File: src/hdl/prs_pkg.sv
// Purpose: Shared constants and types for the processor reset sequencer
// Assumes: pclk at 100 MHz, APB register access
// Notes: Byte offsets are word aligned
package prs_pkg;
	// ***************************************************************
	// Register map
	// ***************************************************************
	localparam logic [11:0] PRS_OFF_CTRL = 12'h000;
	localparam logic [11:0] PRS_OFF_STATUS = 12'h004;
	localparam logic [11:0] PRS_OFF_EE_CMD = 12'h008;
	localparam logic [11:0] PRS_OFF_EE_DATA = 12'h00c;
	localparam logic [11:0] PRS_OFF_REFRESH = 12'h010;
	localparam logic [11:0] PRS_OFF_WDOG = 12'h014;
	localparam logic [11:0] PRS_OFF_WDOG_LIM = 12'h018;
	// ***************************************************************
	// Fields
	// ***************************************************************
	localparam int PRS_CTRL_COLD_BIT = 0;
	localparam int PRS_EE_CMD_GO_BIT = 31;
	localparam int PRS_EE_CMD_WR_BIT = 30;
	localparam int PRS_CFG_ENDIAN_BIT = 0;
	localparam int PRS_CFG_WIDE_BIT = 1;
	localparam int PRS_CFG_RSVD_BIT = 2;
	localparam int PRS_EE_ADDR_W = 8;
	localparam int PRS_CFG_BITS = 3;
	// ***************************************************************
	// Reset values and timing
	// ***************************************************************
	localparam logic [15:0] PRS_REFRESH_RST = 16'h1838;
	// Rollovers in about one minute at the default 62 us refresh period
	localparam logic [31:0] PRS_WDOG_LIM_RST = 32'h000e_c3a2;
	localparam int PRS_CLK_MHZ = 100;
	localparam int PRS_PLL_LOCK_MS = 100;
	localparam int PRS_CLK_STABLE_MS = 20;
	localparam int PRS_PLL2_LOCK_MS = 20;
	localparam int PRS_PLL_LOCK_CYC = PRS_PLL_LOCK_MS * 1000 * PRS_CLK_MHZ;
	localparam int PRS_CLK_STABLE_CYC = PRS_CLK_STABLE_MS * 1000 * PRS_CLK_MHZ;
	localparam int PRS_PLL2_LOCK_CYC = PRS_PLL2_LOCK_MS * 1000 * PRS_CLK_MHZ;
	localparam int PRS_EE_DIV = 50;
	// ***************************************************************
	// Types
	// ***************************************************************
	typedef enum logic [3:0] {
		PRS_ST_HOLD, PRS_ST_CFG, PRS_ST_CFG_WAIT, PRS_ST_VCC, PRS_ST_COLD_REL,
		PRS_ST_CLK, PRS_ST_PLL, PRS_ST_DONE
	} prs_state_t;
	typedef struct packed {
		logic vccok;
		logic cold_rst_n;
		logic reset_n;
		logic pll_reset_out_n;
		logic own_pll_reset_n;
		logic chip_reset_n;
		logic exp_reset_n;
	} prs_resets_t;
	typedef struct packed {
		logic cs;
		logic sk;
		logic di;
	} prs_ee_pins_t;
endpackage

File: src/hdl/prs_ee_ctrl.sv
// Purpose: Bit-serial access engine for the config serial EEPROM
// Assumes: Microwire style pins, one bit per two divided clock ticks
// Notes: Reads or writes one bit at a given address per request
`timescale 1ns/1ps
module prs_ee_ctrl
	import prs_pkg::*;
(
	input wire logic pclk,
	input wire logic presetn,
	input wire logic req,
	input wire logic wr,
	input wire logic [PRS_EE_ADDR_W-1:0] addr,
	input wire logic wdata,
	input wire logic ee_do,
	output prs_ee_pins_t pins,
	output logic busy,
	output logic done,
	output logic rdata
);
	// ***************************************************************
	// Bit clock divider
	// ***************************************************************
	logic [7:0] div_q;
	logic tick;
	assign tick = (div_q == 8'(PRS_EE_DIV - 1));
	always_ff @(posedge pclk or negedge presetn) begin
		if (!presetn) begin
			div_q <= 8'h00;
		end else if (tick) begin
			div_q <= 8'h00;
		end else begin
			div_q <= div_q + 8'h01;
		end
	end
	// ***************************************************************
	// Shift sequence: start, opcode, address, data
	// ***************************************************************
	logic [11:0] frame_q;
	logic [4:0] cnt_q;
	logic sk_q;
	logic wr_q;
	always_ff @(posedge pclk or negedge presetn) begin
		if (!presetn) begin
			busy <= 1'b0;
			done <= 1'b0;
			cnt_q <= 5'h00;
			frame_q <= 12'h000;
			sk_q <= 1'b0;
			wr_q <= 1'b0;
			rdata <= 1'b0;
			pins <= '0;
		end else begin
			done <= 1'b0;
			if (!busy && req) begin
				busy <= 1'b1;
				wr_q <= wr;
				cnt_q <= 5'h00;
				sk_q <= 1'b0;
				frame_q <= {1'b1, wr ? 2'b01 : 2'b10, addr, wdata};
				pins <= '{cs: 1'b1, sk: 1'b0, di: 1'b1};
			end else if (busy && tick) begin
				sk_q <= !sk_q;
				pins.sk <= !sk_q;
				// Data moves only on the falling clock, so it is settled at each rise
				if (sk_q) begin
					frame_q <= {frame_q[10:0], 1'b0};
					pins.di <= frame_q[10];
					cnt_q <= cnt_q + 5'h01;
					// Last edge samples the returned data bit
					if (cnt_q == 5'd11) begin
						if (!wr_q) begin
							rdata <= ee_do;
						end
						busy <= 1'b0;
						done <= 1'b1;
						pins <= '0;
					end
				end
			end
		end
	end
endmodule

File: src/hdl/prs_top.sv
// Purpose: Processor reset sequencer with EEPROM access and watchdog
// Assumes: pclk at 100 MHz, APB slave, synchronous inputs
// Notes: Long waits are parameters so a bench can shorten them
`timescale 1ns/1ps
module prs_top
	import prs_pkg::*;
#(
	parameter int PLL_LOCK_CYC = PRS_PLL_LOCK_CYC,
	parameter int CLK_STABLE_CYC = PRS_CLK_STABLE_CYC,
	parameter int PLL2_LOCK_CYC = PRS_PLL2_LOCK_CYC
)(
	input wire logic pclk,
	input wire logic presetn,
	input wire logic psel,
	input wire logic penable,
	input wire logic pwrite,
	input wire logic [11:0] paddr,
	input wire logic [31:0] pwdata,
	output logic [31:0] prdata,
	output logic pready,
	output logic pslverr,
	input wire logic ee_do,
	output prs_ee_pins_t ee_pins,
	output prs_resets_t resets,
	output logic endian_big,
	output logic io_wide64
);
	// ***************************************************************
	// Bus decode
	// ***************************************************************
	function automatic logic hit(input logic [11:0] a, input logic [11:0] off);
		hit = (a == off);
	endfunction
	logic wr_en;
	logic rd_en;
	logic mapped;
	assign wr_en = psel && penable && pwrite;
	assign rd_en = psel && penable && !pwrite;
	assign mapped = hit(paddr, PRS_OFF_CTRL) || hit(paddr, PRS_OFF_STATUS) ||
		hit(paddr, PRS_OFF_EE_CMD) || hit(paddr, PRS_OFF_EE_DATA) ||
		hit(paddr, PRS_OFF_REFRESH) || hit(paddr, PRS_OFF_WDOG) ||
		hit(paddr, PRS_OFF_WDOG_LIM);
	assign pready = 1'b1;
	assign pslverr = psel && penable && !mapped;
	// ***************************************************************
	// Registers
	// ***************************************************************
	logic [15:0] refresh_pre_q;
	logic [31:0] wdog_lim_q;
	logic [PRS_EE_ADDR_W-1:0] ee_addr_q;
	logic ee_wdata_q;
	logic ee_wr_q;
	logic ee_sw_req_q;
	logic cold_req_q;
	logic wdog_kick;
	assign wdog_kick = wr_en && hit(paddr, PRS_OFF_WDOG);
	always_ff @(posedge pclk or negedge presetn) begin
		if (!presetn) begin
			refresh_pre_q <= PRS_REFRESH_RST;
			wdog_lim_q <= PRS_WDOG_LIM_RST;
			ee_addr_q <= '0;
			ee_wdata_q <= 1'b0;
			ee_wr_q <= 1'b0;
			ee_sw_req_q <= 1'b0;
			cold_req_q <= 1'b0;
		end else begin
			ee_sw_req_q <= 1'b0;
			cold_req_q <= 1'b0;
			if (wr_en && hit(paddr, PRS_OFF_REFRESH)) begin
				refresh_pre_q <= pwdata[15:0];
			end
			if (wr_en && hit(paddr, PRS_OFF_WDOG_LIM)) begin
				wdog_lim_q <= pwdata;
			end
			if (wr_en && hit(paddr, PRS_OFF_EE_CMD) && pwdata[PRS_EE_CMD_GO_BIT]) begin
				ee_addr_q <= pwdata[PRS_EE_ADDR_W-1:0];
				ee_wr_q <= pwdata[PRS_EE_CMD_WR_BIT];
				ee_wdata_q <= pwdata[PRS_EE_ADDR_W];
				ee_sw_req_q <= 1'b1;
			end
			if (wr_en && hit(paddr, PRS_OFF_CTRL) && pwdata[PRS_CTRL_COLD_BIT]) begin
				cold_req_q <= 1'b1;
			end
		end
	end
	// ***************************************************************
	// Refresh interval counter and watchdog
	// ***************************************************************
	logic [15:0] refresh_cnt_q;
	logic rollover;
	logic [31:0] wdog_cnt_q;
	logic wdog_fire;
	assign rollover = (refresh_cnt_q == 16'h0000);
	always_ff @(posedge pclk or negedge presetn) begin
		if (!presetn) begin
			refresh_cnt_q <= PRS_REFRESH_RST;
		end else if (rollover) begin
			refresh_cnt_q <= refresh_pre_q;
		end else begin
			refresh_cnt_q <= refresh_cnt_q - 16'h0001;
		end
	end
	// Timeout scales with the preload, about a minute at the default
	assign wdog_fire = (wdog_cnt_q >= wdog_lim_q);
	always_ff @(posedge pclk or negedge presetn) begin
		if (!presetn) begin
			wdog_cnt_q <= 32'h0000_0000;
		end else if (wdog_kick || wdog_fire) begin
			wdog_cnt_q <= 32'h0000_0000;
		end else if (rollover) begin
			wdog_cnt_q <= wdog_cnt_q + 32'h0000_0001;
		end
	end
	// ***************************************************************
	// Sequencer
	// ***************************************************************
	prs_state_t st_q;
	logic [31:0] wait_q;
	logic [1:0] cfg_idx_q;
	logic [PRS_CFG_BITS-1:0] cfg_q;
	logic seq_req;
	logic ee_busy;
	logic ee_done;
	logic ee_rdata;
	logic restart;
	logic owner_seq_q;
	assign restart = cold_req_q || wdog_fire;
	always_ff @(posedge pclk or negedge presetn) begin
		if (!presetn) begin
			st_q <= PRS_ST_HOLD;
			wait_q <= 32'h0000_0000;
			cfg_idx_q <= 2'b00;
			cfg_q <= '0;
			resets <= '{vccok: 1'b0, default: 1'b0};
		end else if (restart) begin
			st_q <= PRS_ST_HOLD;
			wait_q <= 32'h0000_0000;
			resets <= '{vccok: 1'b0, default: 1'b0};
		end else begin
			case (st_q)
				PRS_ST_HOLD: begin
					cfg_idx_q <= 2'b00;
					if (!ee_busy) begin
						st_q <= PRS_ST_CFG;
					end
				end
				PRS_ST_CFG: begin
					st_q <= PRS_ST_CFG_WAIT;
				end
				PRS_ST_CFG_WAIT: begin
					if (ee_done) begin
						cfg_q[cfg_idx_q] <= ee_rdata;
						if (cfg_idx_q == 2'(PRS_CFG_BITS - 1)) begin
							st_q <= PRS_ST_VCC;
						end else begin
							cfg_idx_q <= cfg_idx_q + 2'b01;
							st_q <= PRS_ST_CFG;
						end
					end
				end
				PRS_ST_VCC: begin
					resets.vccok <= 1'b1;
					wait_q <= 32'h0000_0000;
					st_q <= PRS_ST_COLD_REL;
				end
				PRS_ST_COLD_REL: begin
					wait_q <= wait_q + 32'h0000_0001;
					if (wait_q == 32'(PLL_LOCK_CYC - 1)) begin
						resets.cold_rst_n <= 1'b1;
						wait_q <= 32'h0000_0000;
						st_q <= PRS_ST_CLK;
					end
				end
				PRS_ST_CLK: begin
					wait_q <= wait_q + 32'h0000_0001;
					if (wait_q == 32'(CLK_STABLE_CYC - 1)) begin
						resets.pll_reset_out_n <= 1'b1;
						resets.own_pll_reset_n <= 1'b1;
						wait_q <= 32'h0000_0000;
						st_q <= PRS_ST_PLL;
					end
				end
				PRS_ST_PLL: begin
					wait_q <= wait_q + 32'h0000_0001;
					if (wait_q == 32'(PLL2_LOCK_CYC - 1)) begin
						resets.chip_reset_n <= 1'b1;
						resets.exp_reset_n <= 1'b1;
						st_q <= PRS_ST_DONE;
					end
				end
				PRS_ST_DONE: begin
					resets.reset_n <= 1'b1;
				end
				default: begin
					st_q <= PRS_ST_HOLD;
				end
			endcase
		end
	end
	assign seq_req = (st_q == PRS_ST_CFG);
	// Software access is only granted outside the config read
	always_ff @(posedge pclk or negedge presetn) begin
		if (!presetn) begin
			owner_seq_q <= 1'b0;
		end else if (seq_req) begin
			owner_seq_q <= 1'b1;
		end else if (ee_done) begin
			owner_seq_q <= 1'b0;
		end
	end
	// ***************************************************************
	// Configuration outputs
	// ***************************************************************
	always_ff @(posedge pclk or negedge presetn) begin
		if (!presetn) begin
			endian_big <= 1'b0;
			io_wide64 <= 1'b0;
		end else begin
			endian_big <= cfg_q[PRS_CFG_ENDIAN_BIT];
			io_wide64 <= cfg_q[PRS_CFG_WIDE_BIT];
		end
	end
	// ***************************************************************
	// EEPROM engine
	// ***************************************************************
	logic ee_go;
	logic sw_pend_q;
	logic sw_rdata_q;
	logic sw_busy;
	always_ff @(posedge pclk or negedge presetn) begin
		if (!presetn) begin
			sw_pend_q <= 1'b0;
			sw_rdata_q <= 1'b0;
		end else begin
			if (ee_done && !owner_seq_q) begin
				sw_rdata_q <= ee_rdata;
			end
			if (ee_sw_req_q) begin
				sw_pend_q <= 1'b1;
			end else if (ee_go && !seq_req) begin
				sw_pend_q <= 1'b0;
			end
		end
	end
	assign ee_go = seq_req || (sw_pend_q && !ee_busy && st_q != PRS_ST_CFG_WAIT && st_q != PRS_ST_HOLD);
	assign sw_busy = sw_pend_q || ((ee_busy || ee_done) && !owner_seq_q);
	prs_ee_ctrl u_ee (
		.pclk(pclk),
		.presetn(presetn),
		.req(ee_go),
		.wr(seq_req ? 1'b0 : ee_wr_q),
		.addr(seq_req ? PRS_EE_ADDR_W'(cfg_idx_q) : ee_addr_q),
		.wdata(ee_wdata_q),
		.ee_do(ee_do),
		.pins(ee_pins),
		.busy(ee_busy),
		.done(ee_done),
		.rdata(ee_rdata)
	);
	// ***************************************************************
	// Read data
	// ***************************************************************
	always_ff @(posedge pclk or negedge presetn) begin
		if (!presetn) begin
			prdata <= 32'h0000_0000;
		end else if (psel && !penable && !pwrite) begin
			prdata <= 32'h0000_0000;
			if (hit(paddr, PRS_OFF_STATUS)) begin
				prdata <= {19'h00000, cfg_q[1:0], st_q, resets};
			end else if (hit(paddr, PRS_OFF_EE_DATA)) begin
				prdata <= {30'h0000_0000, sw_busy, sw_rdata_q};
			end else if (hit(paddr, PRS_OFF_REFRESH)) begin
				prdata <= {16'h0000, refresh_pre_q};
			end else if (hit(paddr, PRS_OFF_WDOG)) begin
				prdata <= wdog_cnt_q;
			end else if (hit(paddr, PRS_OFF_WDOG_LIM)) begin
				prdata <= wdog_lim_q;
			end
		end
	end
	// ***************************************************************
	// Checks
	// ***************************************************************
	a_cold_after_vcc: assert property (@(posedge pclk) disable iff (!presetn)
		$rose(resets.cold_rst_n) |-> resets.vccok) else $error("cold release before vccok");
	a_warm_last: assert property (@(posedge pclk) disable iff (!presetn)
		$rose(resets.reset_n) |-> resets.chip_reset_n && resets.exp_reset_n)
		else $error("warm reset released early");
	a_restart_holds: assert property (@(posedge pclk) disable iff (!presetn)
		restart |=> !resets.vccok && !resets.cold_rst_n && !resets.reset_n)
		else $error("restart did not assert resets");
	a_refresh_reload: assert property (@(posedge pclk) disable iff (!presetn)
		rollover |=> refresh_cnt_q == $past(refresh_pre_q)) else $error("preload missed");
	a_wdog_kick: assert property (@(posedge pclk) disable iff (!presetn)
		wdog_kick |=> wdog_cnt_q == 32'h0) else $error("kick did not clear");
	a_wdog_step: assert property (@(posedge pclk) disable iff (!presetn)
		rollover && !wdog_kick && !wdog_fire |=> wdog_cnt_q == $past(wdog_cnt_q) + 32'h1)
		else $error("watchdog step missing");
	a_endian_follow: assert property (@(posedge pclk) disable iff (!presetn)
		##2 endian_big == $past(cfg_q[PRS_CFG_ENDIAN_BIT])) else $error("endian wrong");
	a_vcc_after_cfg: assert property (@(posedge pclk) disable iff (!presetn)
		$rose(resets.vccok) |-> $past(st_q) == PRS_ST_VCC) else $error("vccok early");
	a_pll_pair: assert property (@(posedge pclk) disable iff (!presetn)
		$rose(resets.pll_reset_out_n) |-> resets.own_pll_reset_n && resets.cold_rst_n)
		else $error("pll resets split");
endmodule

File: config.mk
export PLATFORM = sky130hd
export DESIGN_NAME = prs_top
export DESIGN_NICKNAME = d
export VERILOG_FILES = /design/src/hdl/prs_pkg.sv /design/src/hdl/prs_ee_ctrl.sv /design/src/hdl/prs_top.sv
export SDC_FILE = /design/constraint.sdc
export NUM_CORES = 1
export LEC_CHECK = 0
export ABC_AREA = 1
export BUFFER_PORTS_ARGS = -buffer_cell sky130_fd_sc_hd__buf_4
export CORE_UTILIZATION = 31
export CTS_CLUSTER_DIAMETER = 80
export DETAILED_ROUTE_END_ITERATION = 8
export PLACE_DENSITY_LB_ADDON = 0.12
export SLEW_MARGIN = 0
export SYNTH_ARGS = -nofsm -noshare
export SYNTH_HDL_FRONTEND = slang
export SYNTH_SLANG_ARGS = --single-unit
File: constraint.sdc
create_clock -name pclk -period 4.9 [get_ports pclk]
set_input_delay 0 -clock pclk [delete_from_list [all_inputs] [get_ports pclk]]
set_output_delay 0 -clock pclk [all_outputs]
set_load 0.005 [all_outputs]
; ---- Word level (Yosys, flattened, before mapping)
; Index checks and enable logic that the tools add are counted.
[op_classes]
addsub = 6
magnitude_cmp = 3
n_eq_ne = 27
mux = 64
n_bitwise = 3
reduce_logical = 67
[op_table]
columns = op, n
row1 = 2-to-1 mux 32 bit, 10
row2 = case mux 32 bit (4 select lines), 1
row3 = "adder 32 x 1 -> 32 bit, second input constant", 2
row4 = "equality test 12 x 5 -> 1 bit, second input constant", 3
row5 = 2-to-1 mux 11 bit, 3
row6 = "equality test 32 x 21 -> 1 bit, second input constant", 1
row7 = "equality test 32 x 24 -> 1 bit, second input constant", 1
row8 = >= comparator 32 bit, 1
row9 = case mux 4 bit (8 select lines), 1
row10 = nonzero test 2 bit, 14
row11 = "equality test 12 x 4 -> 1 bit, second input constant", 2
row12 = 2-to-1 mux 4 bit, 6
row13 = 2-to-1 mux 1 bit, 22
row14 = logical AND 1 bit, 21
row15 = "equality test 4 x 3 -> 1 bit, second input constant", 4
row16 = zero test 16 bit, 1
row17 = 2-to-1 mux 16 bit, 1
row18 = 2-to-1 mux 8 bit, 2
row19 = "subtractor 16 x 1 -> 16 bit, second input constant", 1
row20 = 2-to-1 mux 5 bit, 3
row21 = 2-to-1 mux 2 bit, 7
row22 = "equality test 12 x 3 -> 1 bit, second input constant", 1
row23 = zero test 12 bit, 1
row24 = 2-to-1 mux 3 bit, 4
row25 = other kinds (30), 57
[word_totals]
regBits = 225
in_bits = 50
elab_cells = 207

; ---- Longest topological paths before layout
[logic_depth]
word_depth = 9
ltp_mapped = 17
depth_no_buf = 17

; ---- Hierarchy
; Synthesis repeated with hierarchy kept, for this count alone.
[unflattened]
hier_cells = 1634
area_unflattened_um2 = 12599.6
[by_module_without_submodules]
columns = mod, n_inst, cells_each, area_per_inst_um2, seq_area_each_um2
row1 = prs_top, 1, 1461, 11089.4, 4754.6
row2 = prs_ee_ctrl, 1, 173, 1510.2, 750.7

; ---- Worst setup path after synthesis
; OpenSTA, ideal clock, no wires.
[synth_path]
path_kind = register -> register
startpoint = register wdog_lim_q[9]
endpoint = register wait_q[30]
setup_time_ps = 83
arrival_ps = 1916
required_time_ps = 4817
slack_ps = 2901
path_stages_with_launch = 17
path_cell_list = dfstp_2 > inv_1 > ha_1 > nand2_1 > nand2_1 > nand2_1 > nand2_1 > nand2_1 > nand2_1 > nor2_1 > nand2_1 > nand2_1 > nand3_4 > nor2_2 > buf_2 > nand2_1 > o21ai_0
[synth_between]
elab_chain_len = 3
word_cells_on_any_way = 4
classes_between = 1 x order compare / 1 x mux / 2 x reduce/logical
[synth_rtl]
columns = element, line_no
row1 = start: declaration, prs_top.sv:49  ; logic [31:0] wdog_lim_q;
row2 = start signal: assignment, prs_top.sv:73  ; wdog_lim_q <= pwdata;
row3 = >= comparator 32 bit *, prs_top.sv:104  ; assign wdog_fire = (wdog_cnt_q >= wdog_lim_q);
row4 = logical OR 1 bit *, prs_top.sv:127  ; assign restart = cold_req_q || wdog_fire;
row5 = nonzero test 5 bit (no source line) / 2-to-1 mux 32 bit (equally long branches), -
row6 = end signal: assignment, prs_top.sv:167  ; wait_q <= wait_q + 32'h0000_0001;
row7 = end signal: assignment, prs_top.sv:175  ; wait_q <= wait_q + 32'h0000_0001;
row8 = end signal: assignment, prs_top.sv:184  ; wait_q <= wait_q + 32'h0000_0001;
row9 = end: declaration, prs_top.sv:118  ; logic [31:0] wait_q;
; Mark *: on every way between the ends. The rest lies on a longest branch, timed or not.
; A chain may end at the register's enable or synchronous reset.

; ---- Worst setup path in the final report
[layout_path]
startpoint = input port paddr[0]
endpoint = register cold_req_q
[layout_between]
elab_chain_len = 4
[layout_rtl]
columns = element, line_no
row1 = start: declaration, prs_top.sv:17  ; input wire logic [11:0] paddr,
row2 = zero test 12 bit, prs_top.sv:32  ; hit = (a == off);
row3 = logical AND 1 bit (2 in series), prs_top.sv:81  ; if (wr_en && hit(paddr, PRS_OFF_CTRL) && pwdata[PRS_CTRL_COLD_BIT]) begin
row4 = 2-to-1 mux 1 bit, prs_top.sv:81
row5 = end signal: assignment, prs_top.sv:65  ; cold_req_q <= 1'b0;
row6 = end signal: assignment, prs_top.sv:68  ; cold_req_q <= 1'b0;
row7 = end signal: assignment, prs_top.sv:82  ; cold_req_q <= 1'b1;
row8 = end: declaration, prs_top.sv:54  ; logic cold_req_q;
; No other way between the ends.

==> flow_summary.json <==
{
  "diodes": 0,
  "ir_drop_mv": 0.242,
  "grt_pass1_wl_um": 57900,
  "critPathKind": "in -> reg",
  "hold_path.class": "in -> reg",
  "htreeDepth": 1,
  "critPathMaxStageDelay_ns": 0.64,
  "syn_area_per_cell_sq_um": 7.77,
  "drive_above_1_share_pct": 14.0,
  "hold_violations": 0,
  "fin_crit_ns": 3.64,
  "postCtsSetupRepairBufs": 0,
  "leakagePower_nw": 7.00,
  "vias": 10600,
  "num_rows": 72,
  "drv_slew": 0,
  "synth_edf_count": 0,
  "grt_usage_pct": 18.0,
  "clk_pin_slew_worst_paths_ns": 0.06,
  "ctsHoldBuffers": 43,
  "yosysTopAreaCellShare_pct": 40.6,
  "critical_path_required_ns": 5.39,
  "cp_data_arrival_time_ns": 4.13,
  "fillerInstances": 4129,
  "yosys_warnings": 0,
  "post-place-ws_ns": 2.10,
  "drt_first_pass_iters": 5,
  "cp_common_cell": "dlygate4sd3_1",
  "ys.flop_type": "dfrtp_1",
  "post_cts_resize_count": 0,
  "fp.dieH_um": 201,
  "num-nets-final": 1803,
  "cts_buffers": 27,
  "globalplace.congestion": 0.889,
  "grt_max_degree": 122,
  "powerDensity_mw_per_mm2": 323,
  "fin_ws_ns": 1.26,
  "ant_nets": 0,
  "post-route-period-util_pct": 74.3,
  "maxCapViolations": 0,
  "dp_hpwl_um": 26200,
  "ys_seq_elements": 219,
  "synth_largest_area_cell": "dfrtp_1",
  "die_x_um": 201,
  "ios": 96,
  "cts_tree": "done",
  "yosysSeqAreaShare_pct": 44.9,
  "clkSinkCount": 219,
  "fin_tns_setup_ns": 0,
  "outcome": "finished, final reports clean",
  "remaining_drc_errors": 0,
  "wl_um": 35600,
  "finalSetupViolations": 0,
  "synth.distinct_cells": 57,
  "root_buffer": "clkbuf_16",
  "max_freq_mhz": 275,
  "crit_fanout": 4,
  "slew_headroom_pct": 25.5,
  "drt-initial-drc-count": 724,
  "slowest_stage": "dlygate4sd3_1",
  "cp-start-kind": "input port",
  "grt-ovfl-total": 0,
  "synthArstFlopShare_pct": 100,
  "start_util_pct": 31.6,
  "vias_per_cell": 4.72,
  "syn2layout_area_growth_pct": 20.3,
  "synth_nets": 1672,
  "grt_pass1_vias": 10500,
  "path_cells": "dlygate4sd3_1 -> buf_4 -> nor2_4 -> dlygate4sd3_1 -> nand3_1 -> dlygate4sd3_1 -> nor2_1 -> dlygate4sd3_1 -> nand2_1 -> dlygate4sd3_1 -> nor3_1 -> dlygate4sd3_1",
  "core-area_sq_mm": 0.0388,
  "finalClockSkew_ns": 0.0159,
  "rsz0062_at_grt": "false",
  "worstSetupEndpointType": "flop",
  "antenna_found_initial": 1,
  "syn-instance-count": 1580,
  "syn_area_sq_mm": 0.0123,
  "cts_buffer_depth": 3,
  "worstSkewPairLatency_ns": 0.55,
  "io_buffer_count": 94,
  "die-area_sq_mm": 0.0404,
  "synthTopCellsByArea": "dfrtp_1, nand2_1, inv_1, nor2_1, dfstp_2",
  "worst_slew_pin_slew_ns": 1.11,
  "wire_per_inst_um": 15.8
}
-- synthesized netlist by cell type (all sizes together), types with 6 or more instances --
cell,count
buf,24
nor4,16
dfstp,20
nor2,192
xnor2,6
ha,42
nor3,53
xor2,49
o21bai,7
inv,206
nand4,28
dfrtp,199
nand3,61
nand2,427
clkbuf,16
o21ai,133
a21oi,55
o2111ai,8
-- cell usage in the layout, fill, tap and decap left out, types with 22 or more instances in the layout --
cell type,netlist,final
a21oi_1,54,54
buf_4,9,97
clkbuf_16,0,27
dfrtp_1,199,199
dlygate4sd3_1,0,43
ha_1,42,42
inv_1,184,184
inv_2,22,22
nand2_1,420,419
nand3_1,55,55
nand4_1,25,25
nor2_1,176,176
nor3_1,46,46
o21ai_0,74,74
o21ai_1,53,53
xor2_1,49,49
-- power breakdown --
group	leakage, nW	total [W]	switching, W	internal, W
clock network	0.443	0.00196	0.000794	0.00116
logic	3.74	0.000755	0.000497	0.000258
registers	2.82	0.00207	0.000129	0.00194
total	7.00	0.00478	0.00142	0.00336
-- cells by family (layout without fill, tap and decap cells) --
logic type      after synthesis  in the layout  synth area share, %
mux                           1              1               0.0917
xor+xnor                     55             55                 3.92
buf+inv                     248            400                 8.23
fa+ha+maj                    42             42                 4.28
flops                       219            219                 44.9
compound gates              224            224                 10.2
simple gates                790            790                 28.4
other cells                   1              1               0.0306
-- sequential cells by signal, summed over array words and instances, names as in the netlist, 2 cells and up --
register and flops:
cfg_idx_q 2, cfg_q 2, ee_addr_q 8, prdata 32
refresh_cnt_q 16, refresh_pre_q 16, resets 5, st_q 3
u_ee.cnt_q 5, u_ee.div_q 8, u_ee.frame_q 11, wait_q 32
wdog_cnt_q 32, wdog_lim_q 32
-- per-stage QoR --
step                instances  hold slack [ns]  utilization (%)  power (W)  instance area (sq um)
floorplan                1580           -0.296                -    0.00262                  12300
detailed placement       2157            0.175             34.7    0.00284                  13500
CTS                      2250          0.00455             38.0    0.00486                  14800
finish                   2250           0.0275             38.0    0.00478                  14800
global route             2250           0.0501             38.0    0.00505                  14800
global placement         2157            0.162             34.7    0.00284                  13500
-- routing by layer --
layer | global-route usage (%) | share of wire (%)
met1 | 26.3 | 50
met2 | 27.3 | 43
met3 | 2.40 | 4.1
met4 | 5.53 | 2.7
met5 | 0 | 0
-- worst paths after layout --
path	start	endpoint	slack, ns	cells past startpoint
setup reg to reg	wdog_lim_q[5]$_DFFE_PN1P_	wdog_cnt_q[4]$_DFFE_PN0P_	2.07	13
setup / recovery	paddr[0]	cold_req_q$_DFF_PN0_	1.26	12
hold / removal	pwrite	ee_sw_req_q$_DFF_PN0_	0.03	5
min in group asynchronous	presetn	wait_q[16]$_DFFE_PN0P_	0.09	2
hold reg to reg	cfg_q[0]$_DFFE_PN0P_	endian_big$_DFF_PN0_	0.44	0
max in group asynchronous	presetn	refresh_pre_q[12]$_DFFE_PN1P_	3.71	3
-- final cells by class --
| cell class | count | area [sq um] | area share [%] |
|---|---|---|---|
| Multi-Input combinational cell | 1113 | 5760 | 39.0 |
| Tap cell | 518 | 648 | 4.39 |
| Sequential cell | 219 | 5510 | 37.3 |
| Timing Repair Buffer | 142 | 1190 | 8.08 |
| Clock buffer | 42 | 832 | 5.63 |
| Inverter | 208 | 782 | 5.29 |
| Clock inverter | 8 | 47.5 | 0.322 |
-- critical path: cells and delay by family --
family	cells	cell delay [ns]
simple gates	5	0.55
buf+inv	7	3.58
(Power assumes the default switching activity.)
